File: src/shared/jcp_pkg.sv
// Constants shared by both ends of the configuration program port.
// Assumes both ends run on hclk at 40 MHz.
`default_nettype none
package jcp_pkg;
    localparam int UREG_W = 96;
    localparam int IR_W   = 5;
    localparam int ID_W   = 32;

    // Instruction codes
    localparam logic [4:0] INS_EXTEST    = 5'h00;
    localparam logic [4:0] INS_ADDR_USER = 5'h01;
    localparam logic [4:0] INS_ERASE_A   = 5'h02;
    localparam logic [4:0] INS_ERASE_B   = 5'h03;
    localparam logic [4:0] INS_VERIFY_A  = 5'h04;
    localparam logic [4:0] INS_VERIFY_B  = 5'h05;
    localparam logic [4:0] INS_PROG_A    = 5'h06;
    localparam logic [4:0] INS_PROG_B    = 5'h07;
    localparam logic [4:0] INS_AUTOCAL   = 5'h0c;
    localparam logic [4:0] INS_IDCODE    = 5'h0d;
    localparam logic [4:0] INS_SAMPLE    = 5'h1e;
    localparam logic [4:0] INS_BYPASS    = 5'h1f;

    // Timing
    localparam int CLK_PERIOD_NS = 25;
    localparam int PROG_TIME_NS  = 10000;
    localparam int CAL_TIME_NS   = 20000;
    localparam int PROG_CYC      = (PROG_TIME_NS + CLK_PERIOD_NS - 1) / CLK_PERIOD_NS;
    localparam int CAL_CYC       = (CAL_TIME_NS + CLK_PERIOD_NS - 1) / CLK_PERIOD_NS;
    localparam int TCK_HALF      = 4;

    // Configuration memory layout
    localparam int            CFG_SEL_BIT = 95;
    localparam logic [95:0]   CAP_MASK_B  = 96'h0000_0000_ffff_ffff_ffff_ffff;
    localparam logic [95:0]   UREG_RST    = 96'h0;
    // Arbitrary identification value, bit 0 set as the scan standard demands
    localparam logic [31:0]   ID_VALUE    = 32'h0000_0001;

    // Host sequence lengths in TCK cycles
    localparam logic [7:0] RST_STEPS = 8'd5;
    localparam logic [7:0] IR_PRE    = 8'd5;
    localparam logic [7:0] DR_PRE    = 8'd4;
    localparam logic [7:0] POST_LEN  = 8'd2;

    // Host register byte offsets
    localparam logic [7:0] REG_CMD    = 8'h00;
    localparam logic [7:0] REG_STATUS = 8'h04;
    localparam logic [7:0] REG_IR     = 8'h08;
    localparam logic [7:0] REG_LEN    = 8'h0c;
    localparam logic [7:0] REG_TX0    = 8'h10;
    localparam logic [7:0] REG_TX1    = 8'h14;
    localparam logic [7:0] REG_TX2    = 8'h18;
    localparam logic [7:0] REG_RX0    = 8'h20;
    localparam logic [7:0] REG_RX1    = 8'h24;
    localparam logic [7:0] REG_RX2    = 8'h28;

    typedef enum logic [1:0] {
        OP_RESET = 2'h0,
        OP_IDLE  = 2'h1,
        OP_IR    = 2'h2,
        OP_DR    = 2'h3
    } jcp_op_type;

    typedef enum logic [3:0] {
        TAP_TLR = 4'h0, TAP_RTI = 4'h1, TAP_SDS = 4'h3, TAP_CDR = 4'h2,
        TAP_SDR = 4'h6, TAP_E1D = 4'h7, TAP_UDR = 4'h5, TAP_PDR = 4'h4,
        TAP_E2D = 4'hc, TAP_SIS = 4'hd, TAP_CIR = 4'hf, TAP_SIR = 4'he,
        TAP_E1I = 4'ha, TAP_UIR = 4'hb, TAP_PIR = 4'h9, TAP_E2I = 4'h8
    } jcp_tap_type;
endpackage : jcp_pkg
`default_nettype wire

File: src/shared/jcp_link_if.sv
// Serial test port link between the host end and the device end.
// Assumes the bench joins both modports; tdo idles high when undriven.
`timescale 1ns/1ps
`default_nettype none
interface jcp_link_if;
    logic tck;
    logic tms;
    logic tdi;
    logic tdo;
    logic tdo_oe;
    wire  tdo_line = tdo_oe ? tdo : 1'b1;

    modport dev  (input tck, input tms, input tdi, output tdo, output tdo_oe);
    modport host (output tck, output tms, output tdi, input tdo_line);
endinterface : jcp_link_if
`default_nettype wire

File: src/hw/jcp_device.sv
// Device end: test port controller, instruction decode, config memories A/B.
// Assumes tck, tms, tdi arrive asynchronously and are sampled by hclk.
`timescale 1ns/1ps
`default_nettype none
module jcp_device
    import jcp_pkg::*;
#(
    parameter int          PROG_CYCLES = PROG_CYC,
    parameter int          CAL_CYCLES  = CAL_CYC,
    parameter logic [31:0] ID_CODE     = ID_VALUE
) (
    input  wire logic         hclk,
    input  wire logic         hresetn,
    jcp_link_if.dev           link,
    output logic [UREG_W-1:0] cfg_a,
    output logic [UREG_W-1:0] cfg_b,
    output logic              normal_op_suspended,
    output logic              cal_active
);
    typedef enum logic [1:0] {
        PATH_BYP = 2'h0,
        PATH_USR = 2'h1,
        PATH_IDR = 2'h3
    } jcp_path_type;

    typedef struct packed {
        logic [2:0]        tck_s;
        logic [1:0]        tms_s;
        logic [1:0]        tdi_s;
        jcp_tap_type       tap;
        logic [IR_W-1:0]   ir_sh;
        logic [IR_W-1:0]   ir;
        logic [UREG_W-1:0] dr_sh;
        logic [UREG_W-1:0] user;
        logic [UREG_W-1:0] mem_a;
        logic [UREG_W-1:0] mem_b;
        logic              tdo;
        logic              tdo_oe;
        logic [15:0]       busy_cnt;
        logic [15:0]       cal_cnt;
    } jcp_dev_state_type;

    localparam jcp_dev_state_type DEV_RST = '{
        tck_s: 3'h0, tms_s: 2'h3, tdi_s: 2'h0, tap: TAP_TLR,
        ir_sh: INS_IDCODE, ir: INS_IDCODE, dr_sh: UREG_RST, user: UREG_RST,
        mem_a: UREG_RST, mem_b: UREG_RST, tdo: 1'b0, tdo_oe: 1'b0,
        busy_cnt: 16'h0, cal_cnt: 16'h0};

    jcp_dev_state_type r_r;
    jcp_dev_state_type r_nxt;

    // ------------------------------------------------------------
    // Decode helpers
    // ------------------------------------------------------------
    function automatic jcp_tap_type tap_next(input jcp_tap_type s, input logic tms);
        case (s)
            TAP_TLR: tap_next = tms ? TAP_TLR : TAP_RTI;
            TAP_RTI: tap_next = tms ? TAP_SDS : TAP_RTI;
            TAP_SDS: tap_next = tms ? TAP_SIS : TAP_CDR;
            TAP_CDR: tap_next = tms ? TAP_E1D : TAP_SDR;
            TAP_SDR: tap_next = tms ? TAP_E1D : TAP_SDR;
            TAP_E1D: tap_next = tms ? TAP_UDR : TAP_PDR;
            TAP_PDR: tap_next = tms ? TAP_E2D : TAP_PDR;
            TAP_E2D: tap_next = tms ? TAP_UDR : TAP_SDR;
            TAP_UDR: tap_next = tms ? TAP_SDS : TAP_RTI;
            TAP_SIS: tap_next = tms ? TAP_TLR : TAP_CIR;
            TAP_CIR: tap_next = tms ? TAP_E1I : TAP_SIR;
            TAP_SIR: tap_next = tms ? TAP_E1I : TAP_SIR;
            TAP_E1I: tap_next = tms ? TAP_UIR : TAP_PIR;
            TAP_PIR: tap_next = tms ? TAP_E2I : TAP_PIR;
            TAP_E2I: tap_next = tms ? TAP_UIR : TAP_SIR;
            TAP_UIR: tap_next = tms ? TAP_SDS : TAP_RTI;
            default: tap_next = TAP_TLR;
        endcase
    endfunction : tap_next

    function automatic jcp_path_type dr_path(input logic [IR_W-1:0] ir);
        case (ir)
            INS_ADDR_USER: dr_path = PATH_USR;
            INS_IDCODE:    dr_path = PATH_IDR;
            default:       dr_path = PATH_BYP;
        endcase
    endfunction : dr_path

    function automatic logic [UREG_W-1:0] dr_shift(input logic [UREG_W-1:0] sh, input logic tdi,
                                                   input jcp_path_type p);
        case (p)
            PATH_USR: dr_shift = {tdi, sh[UREG_W-1:1]};
            PATH_IDR: dr_shift = {64'h0, tdi, sh[ID_W-1:1]};
            default:  dr_shift = {{(UREG_W-1){1'b0}}, tdi};
        endcase
    endfunction : dr_shift

    // ------------------------------------------------------------
    // Next state
    // ------------------------------------------------------------
    logic            tck_rise;
    logic            tck_fall;
    logic            tms_q;
    logic            tdi_q;
    jcp_tap_type     tap_new;
    logic [IR_W-1:0] ir_eff;

    always_comb begin
        r_nxt = r_r;
        r_nxt.tck_s = {r_r.tck_s[1:0], link.tck};
        r_nxt.tms_s = {r_r.tms_s[0], link.tms};
        r_nxt.tdi_s = {r_r.tdi_s[0], link.tdi};
        tck_rise = r_r.tck_s[1] & ~r_r.tck_s[2];
        tck_fall = ~r_r.tck_s[1] & r_r.tck_s[2];
        tms_q    = r_r.tms_s[1];
        tdi_q    = r_r.tdi_s[1];
        tap_new  = tap_next(r_r.tap, tms_q);
        // Instruction updated on this edge already counts at entry to idle
        ir_eff   = (r_r.tap == TAP_UIR) ? r_r.ir_sh : r_r.ir;

        if (r_r.busy_cnt != 16'h0) begin
            r_nxt.busy_cnt = r_r.busy_cnt - 16'h1;
        end
        // Calibration needs no further port activity
        if (r_r.cal_cnt != 16'h0) begin
            r_nxt.cal_cnt = r_r.cal_cnt - 16'h1;
        end

        if (tck_rise) begin
            r_nxt.tap = tap_new;
            case (r_r.tap)
                TAP_TLR: r_nxt.ir = INS_IDCODE;
                TAP_CIR: r_nxt.ir_sh = INS_IDCODE;
                TAP_SIR: r_nxt.ir_sh = {tdi_q, r_r.ir_sh[IR_W-1:1]};
                TAP_UIR: r_nxt.ir = r_r.ir_sh;
                TAP_CDR: begin
                    case (dr_path(r_r.ir))
                        PATH_USR: r_nxt.dr_sh = r_r.user;
                        PATH_IDR: r_nxt.dr_sh = {64'h0, ID_CODE};
                        default:  r_nxt.dr_sh = UREG_RST;
                    endcase
                end
                TAP_SDR: r_nxt.dr_sh = dr_shift(r_r.dr_sh, tdi_q, dr_path(r_r.ir));
                TAP_UDR: begin
                    if (dr_path(r_r.ir) == PATH_USR) begin
                        r_nxt.user = r_r.dr_sh;
                    end
                end
                default: ;
            endcase

            // Operations executed on entry to Run-Test/Idle
            if (tap_new == TAP_RTI && r_r.tap != TAP_RTI) begin
                case (ir_eff)
                    INS_ERASE_A: begin
                        r_nxt.mem_a    = UREG_RST;
                        r_nxt.busy_cnt = 16'(PROG_CYCLES);
                    end
                    INS_ERASE_B: begin
                        r_nxt.mem_b    = UREG_RST;
                        r_nxt.busy_cnt = 16'(PROG_CYCLES);
                    end
                    INS_PROG_A: begin
                        r_nxt.mem_a    = r_r.mem_a | r_r.user;
                        r_nxt.busy_cnt = 16'(PROG_CYCLES);
                    end
                    INS_PROG_B: begin
                        r_nxt.mem_b    = r_r.mem_b | (r_r.user & CAP_MASK_B);
                        r_nxt.busy_cnt = 16'(PROG_CYCLES);
                    end
                    INS_VERIFY_A: begin
                        // Readback is zeros while the select bit is set
                        r_nxt.user = r_r.mem_a[CFG_SEL_BIT] ? UREG_RST : r_r.mem_a;
                    end
                    INS_VERIFY_B: r_nxt.user = r_r.mem_b;
                    INS_AUTOCAL:  r_nxt.cal_cnt = 16'(CAL_CYCLES);
                    default: ;
                endcase
            end
        end

        if (tck_fall) begin
            r_nxt.tdo_oe = (r_r.tap == TAP_SIR) || (r_r.tap == TAP_SDR);
            r_nxt.tdo    = (r_r.tap == TAP_SIR) ? r_r.ir_sh[0] : r_r.dr_sh[0];
        end
    end

    always_ff @(posedge hclk or negedge hresetn) begin
        if (!hresetn) begin
            r_r <= DEV_RST;
        end else begin
            r_r <= r_nxt;
        end
    end

    // ------------------------------------------------------------
    // Outputs
    // ------------------------------------------------------------
    assign link.tdo            = r_r.tdo;
    assign link.tdo_oe         = r_r.tdo_oe;
    assign cfg_a               = r_r.mem_a;
    assign cfg_b               = r_r.mem_b;
    assign normal_op_suspended = (r_r.busy_cnt != 16'h0);
    assign cal_active          = (r_r.cal_cnt != 16'h0);
endmodule : jcp_device
`default_nettype wire

File: src/flat_wrapper.sv
// flat-port wrapper written by rule: the top's interface ports become plain ports
module jcp_device_flat import jcp_pkg::*;
#(
    parameter int          PROG_CYCLES = PROG_CYC,
    parameter int          CAL_CYCLES  = CAL_CYC,
    parameter logic [31:0] ID_CODE     = ID_VALUE
)
  (hclk, hresetn, cfg_a, cfg_b, normal_op_suspended, cal_active, link_tck, link_tms, link_tdi, link_tdo, link_tdo_oe);
  jcp_link_if link_i ();
  input  wire logic hclk;
  input  wire logic hresetn;
  output logic [UREG_W-1:0] cfg_a;
  output logic [UREG_W-1:0] cfg_b;
  output logic normal_op_suspended;
  output logic cal_active;
  input wire logic [$bits(link_i.tck)-1:0] link_tck;
  input wire logic [$bits(link_i.tms)-1:0] link_tms;
  input wire logic [$bits(link_i.tdi)-1:0] link_tdi;
  output wire logic [$bits(link_i.tdo)-1:0] link_tdo;
  output wire logic [$bits(link_i.tdo_oe)-1:0] link_tdo_oe;
  assign link_i.tck = link_tck;
  assign link_i.tms = link_tms;
  assign link_i.tdi = link_tdi;
  assign link_tdo = link_i.tdo;
  assign link_tdo_oe = link_i.tdo_oe;
  jcp_device #(.PROG_CYCLES(PROG_CYCLES), .CAL_CYCLES(CAL_CYCLES), .ID_CODE(ID_CODE)) u_core (.hclk(hclk), .hresetn(hresetn), .link(link_i), .cfg_a(cfg_a), .cfg_b(cfg_b), .normal_op_suspended(normal_op_suspended), .cal_active(cal_active));
endmodule
File: config.mk
export PLATFORM = sky130hd
export DESIGN_NAME = jcp_device_flat
export DESIGN_NICKNAME = d
export VERILOG_FILES = /design/src/shared/jcp_pkg.sv /design/src/shared/jcp_link_if.sv /design/src/hw/jcp_device.sv /design/src/flat_wrapper.sv
export SDC_FILE = /design/constraint.sdc
export NUM_CORES = 1
export LEC_CHECK = 0
export BUFFER_PORTS_ARGS = -buffer_cell sky130_fd_sc_hd__buf_4
export CORE_MARGIN = 2
export CORE_UTILIZATION = 60
export DETAILED_ROUTE_END_ITERATION = 12
export PLACE_DENSITY_LB_ADDON = 0.3
export REMOVE_ABC_BUFFERS = 1
export SYNTH_ARGS = -nofsm -noshare
export SYNTH_HDL_FRONTEND = slang
export SYNTH_SLANG_ARGS = --single-unit
File: constraint.sdc
create_clock -name hclk -period 2.85 [get_ports hclk]
set_clock_uncertainty 0.05 [all_clocks]
set_input_delay 0 -clock hclk [delete_from_list [all_inputs] [get_ports hclk]]
set_output_delay 0 -clock hclk [all_outputs]
set_load 0.05 [all_outputs]
# After elaboration in Yosys (flattened, before gate mapping)
# Cells that the tools add are included.
# op_classes
n_addsub	2
n_eq_ne	31
muxes	40
n_bitwise	6
n_reduce_logical	19
# ops
cell	count
case mux 96 bit (2 select lines)	6
2-to-1 mux 288 bit	1
2-to-1 mux 96 bit	2
OR 96 x 64 -> 96 bit	1
OR 96 bit	1
2-to-1 mux 95 bit	1
2-to-1 mux 16 bit	4
2-to-1 mux 32 bit	2
case mux 4 bit (12 select lines)	1
== test 4 bit, second input constant	8
nonzero test 16 bit	2
subtractor 16 x 1 -> 16 bit, second input constant	2
== test 5 x 3 -> 1 bit, second input constant	4
case mux 5 bit (2 select lines)	2
2-to-1 mux 2 bit	9
== test 4 x 3 -> 1 bit, second input constant	4
2-to-1 mux 4 bit	3
== test 5 x 2 -> 1 bit, second input constant	2
== test 5 x 4 -> 1 bit, second input constant	2
nonzero test 2 bit	5
== test 4 x 1 -> 1 bit, second input constant	2
== test 4 x 2 -> 1 bit, second input constant	2
== test 2 x 1 -> 1 bit, second input constant	3
2-to-1 mux 3 bit	2
other kinds (16)	27
# word_totals
regBits	439
in_bits	5

# Longest topological paths before layout
# depth
word_depth	9
mapped_depth	10
ltp_nobuf	7

# Worst setup path after synthesis
# No wires, ideal clock.
# synth_path
path_kind	register to register
startpoint	register u_core.r_r[0] (netlist bit)
endpoint	register u_core.r_r[3] (netlist bit)
t_arrival_ns	2.190
path_slack_ns	0.478
path_stages_with_launch	8
path_buffers	0
synth_period_minus_slack_ns	2.372
cell_sequence	dfrtp_1 -> inv_1 -> ha_1 -> nor4b_1 -> nand4_1 -> nand2_1 -> xor2_1 -> nor2_1
# synth_lines
item	line_no	text
start: declaration	jcp_device.sv:49	jcp_dev_state_type r_r;
start signal: assignment	jcp_device.sv:188	r_r <= r_nxt;

# Worst setup path in the final report
# layout_path
startpoint	register u_core.r_r[430] (netlist bit)
endpoint	register u_core.r_r (netlist bit u_core.cfg_a[2])
# layout_between
elab_chain_cells	6
# layout_rtl
item	line_no	text
== test 4 x 1 -> 1 bit (tied with other cells)	jcp_device.sv:56	case (s)
OR reduction 3 bit (no line) / OR reduction 2 bit (equally long branches)	n/a	
case mux 4 bit (12 select lines)	jcp_device.sv:56	
== test 4 x 1 -> 1 bit	jcp_device.sv:149	if (tap_new == TAP_RTI && r_r.tap != TAP_RTI) begin
logical AND 1 bit	jcp_device.sv:149	
AND reduction 3 bit (no line)	n/a	
# Parallel ways exist; a longest one is shown, timed or not.
# A chain may end at the register's enable or synchronous reset.

==> flow_summary.json <==
{
  "cts_tree": "done",
  "fp.dieW_um": 197,
  "synth_cell_type_count": 63,
  "reg2reg_depth": 7,
  "startpoint_type": "flop",
  "hp-start": "link_tms",
  "slew_headroom_pct": 40.7,
  "start_util_pct": 60.9,
  "clk_latency_ns": 0.58,
  "fmaxAchievable_mhz": 379,
  "grt_util_met3_pct": 5.54,
  "syn2layout_area_growth_pct": 10.6,
  "grt.overflow.total": 0,
  "port_buffers": 200,
  "cap_violations": 0,
  "yosys.area.top_type": "dfrtp_1",
  "crit_buf_inv": 2,
  "grt_use_met2_pct": 51.2,
  "cp.arrival_ns": 3.09,
  "synth_seq_cells": 439,
  "die_y_um": 197,
  "pwr-share-comb_pct": 28.1,
  "root_buffer": "clkbuf_16",
  "crit_chain": "and4b_1 -> nand3_1 -> a2111oi_4 -> buf_12 -> buf_4 -> a31oi_1 -> nor2_1",
  "path_max_fanout": 79,
  "crit_start": "u_core.r_r[430]",
  "min_period_over_period_pct": 92.7,
  "outcome": "completed",
  "switching_power_mw": 7.76,
  "cts.sinks": 439,
  "busiest_layer": "met2",
  "finalWirelength_mm": 63.2,
  "pre_cts_ws_ns": 0.285,
  "rsz0062_at_grt": "false",
  "regToRegSetupSlack_ns": 0.21,
  "p_leak_nw": 11.4,
  "grt_max_degree": 98,
  "wire_per_inst_um": 24.0,
  "fill_cells": 2800,
  "p_clk_share_pct": 28.0,
  "max-clock-path-buffers": 3,
  "whs_path_depth": 2,
  "yosysTopAreaCellShare_pct": 48.4,
  "crit_family": "simple AND/OR/NAND/NOR gates",
  "cp.required_ns": 3.30,
  "reg2reg_to": "u_core.cfg_a[2]",
  "dr.first_iter.drc_count": 2199,
  "finalSetupViolCount": 0,
  "ant_nets": 0,
  "grt_pass1_wl_mm": 100,
  "critPathSlowestCell": "dfrtp_1",
  "grt_use_total_pct": 32.5,
  "hold_violations": 0,
  "avgSynthCellArea_sq_um": 10.1,
  "dieArea_sq_um": 38700,
  "cts_buffers": 47,
  "tightest_slew_ns": 0.889,
  "final_area_sq_um": 24700,
  "route.detailed.drc": 0,
  "synth_edf_count": 0,
  "antenna_found_initial": 0,
  "layout_min_cycle_time_ns": 2.64,
  "path_class": "flop to flop",
  "first_pass_iters": 6,
  "first_global_vias": 18000,
  "dp_hpwl_mm": 35.7,
  "critPathMaxStageDelay_ns": 0.55,
  "async_flop_share_pct": 100,
  "synthTopCellsByArea": "dfrtp_1 (48%), mux2i_1 (7.5%), buf_4 (6.8%)",
  "hold_path_class": "primary input to flop",
  "ir_drop_v": 0.000495,
  "synth_warnings": 0,
  "switching_share_pct": 35.9,
  "diodes": 0,
  "hold_end": "u_core.r_nxt[435]",
  "layout-drive-gt1-share_pct": 20.5,
  "endpoint_kind": "flop",
  "power.internal_mw": 13.8,
  "use_met1_pct": 45.7,
  "ioPinCount": 201,
  "timing.rr.start": "u_core.r_r[430]",
  "num_vias": 18200,
  "ys.flop_type": "dfrtp_1",
  "h-tree-depth": 2,
  "gp_routability_congestion": 0.874,
  "synth_seq_area_share_pct": 49.3,
  "path_clk_slew_ns": 0.06,
  "fin_nets": 2140,
  "finalMaxSlewViolations": 0,
  "via_per_inst": 6.91,
  "core-area_sq_um": 36600,
  "final.setup.worst_slack_ns": 0.209,
  "synth_area_sq_um": 22300,
  "place_area_sq_um": 23100,
  "p_seq_share_pct": 43.8,
  "p_per_area_nw_per_um2": 876,
  "row_count": 70,
  "syn-instance-count": 2206
}
-- synthesized netlist by cell type, types with 8 or more instances --
master / number
dfrtp_1: 431
nor2_1: 266
o21ai_0: 250
buf_4: 203
mux2i_1: 166
a31oi_1: 161
clkbuf_1: 105
o2111ai_1: 95
nand2_1: 93
o221a_2: 78
buf_2: 63
nor2b_1: 37
a221oi_1: 31
o221a_1: 18
a21oi_1: 16
nand3_1: 15
buf_1: 13
o21ai_1: 13
xor2_1: 13
inv_1: 10
nor3_1: 9
dfstp_2: 8
nand2b_1: 8
xnor2_1: 8
-- stage by stage --
stage | setup TNS [ns] | utilization [%] | instances | total power [mW] | hold WS [ns]
floorplan | -2446.70 | - | 1817 | 12.8 | -0.346
global placement | 0 | 63.0 | 2546 | 15.1 | -0.0318
detailed placement | 0 | 63.0 | 2546 | 15.4 | -0.0322
CTS | 0 | 67.3 | 2631 | 21.5 | 0.0105
global route | 0 | 67.3 | 2631 | 22.6 | 0.0193
finish | 0 | 67.3 | 2631 | 21.6 | 0.0247
-- layer usage --
metal	part of all wire (%)	routed length, um	up-vias
li1	-	-	7800
met5	0	0	-
met2	46	29400	1071
met3	9.1	5720	166
met4	3.3	2100	0
met1	41	26000	9143
-- power groups by stage --
stage / Clock, mW / Combinational [mW] / Sequential (mW)
finish: 6.06 / 6.07 / 9.47
global route: 6.35 / 6.57 / 9.65
CTS: 6.11 / 6.01 / 9.37
detailed placement: 0 / 5.97 / 9.44
global placement: 0 / 5.77 / 9.35
floorplan: 0 / 3.81 / 8.96
-- registers in the layout (all words and copies together), names as in the netlist --
| signal | count |
|---|---|
| u_core.r_r | 241 |
| u_core.cfg_a | 96 |
| u_core.cfg_b | 96 |
| u_core.r_nxt | 4 |
| u_core.link.tdo | 1 |
| u_core.link.tdo_oe | 1 |
-- cells in the final DEF (no fill, tap or decap), types with 4 or more instances in the layout --
master         instances
dfrtp_1              431
nor2_1               264
o21ai_0              250
buf_4                229
mux2i_1              164
a31oi_1              161
o2111ai_1             95
nand2_1               92
o221a_2               78
clkbuf_16             48
nor2b_1               37
a221oi_1              31
buf_12                31
o221a_1               18
a21oi_1               15
nand3_1               13
xor2_1                13
o21ai_1               13
clkbuf_1              11
inv_1                 10
clkbuf_8              10
nand2b_1               8
xnor2_1                8
nor3_1                 8
dfstp_2                8
a211oi_1               5
nor4_1                 5
o211ai_1               5
clkinv_2               5
nand3b_1               4
nand4_1                4
or3_1                  4
o31ai_1                4
o22a_1                 4
a22o_1                 4
dlygate4sd3_1          4
-- area by class of cell --
cell class	instances	area [sq um]	area share [%]
clock inverters	11	125	0.508
inverters	10	37.5	0.152
repair buffers	266	2420	9.83
multi-input cells	1368	9100	36.9
clock buffers	69	1380	5.60
well taps	468	586	2.38
flip-flops and latches	439	11000	44.6
-- cells by family (layout without fill, tap and decap cells) --
logic type                 count (synthesis)  in the layout  synth area share [%]
adders and majority gates                  3              3                 0.168
AOI/OAI and AO/OA                        698            698                  22.0
buffers and inverters                    399            356                  10.5
muxes                                    167            167                  7.51
and+or+nand+nor                          479            479                  9.66
xor gates and xnor gates                  21             21                 0.825
DFF                                      439            439                  49.3
-- what timing repair did --
item | CTS | global route
endpoints found under the setup margin | 0 | 1
buffers inserted | 0 | 0
endpoints found under the hold margin | 378 | 0
hold buffers | 5 | 0
gates resized for setup | 0 | 1
-- worst max path at each step --
stage / endpoint / cells after the start
finish: u_core.cfg_a[2] / 7
global route: u_core.cfg_a[32] / 7
CTS: cal_active / 5
detailed placement: u_core.r_r[262] / 6
global placement: u_core.cfg_a[35] / 7
floorplan: u_core.r_r[323] / 4
Note: power is estimated with default switching activity, not from simulation.
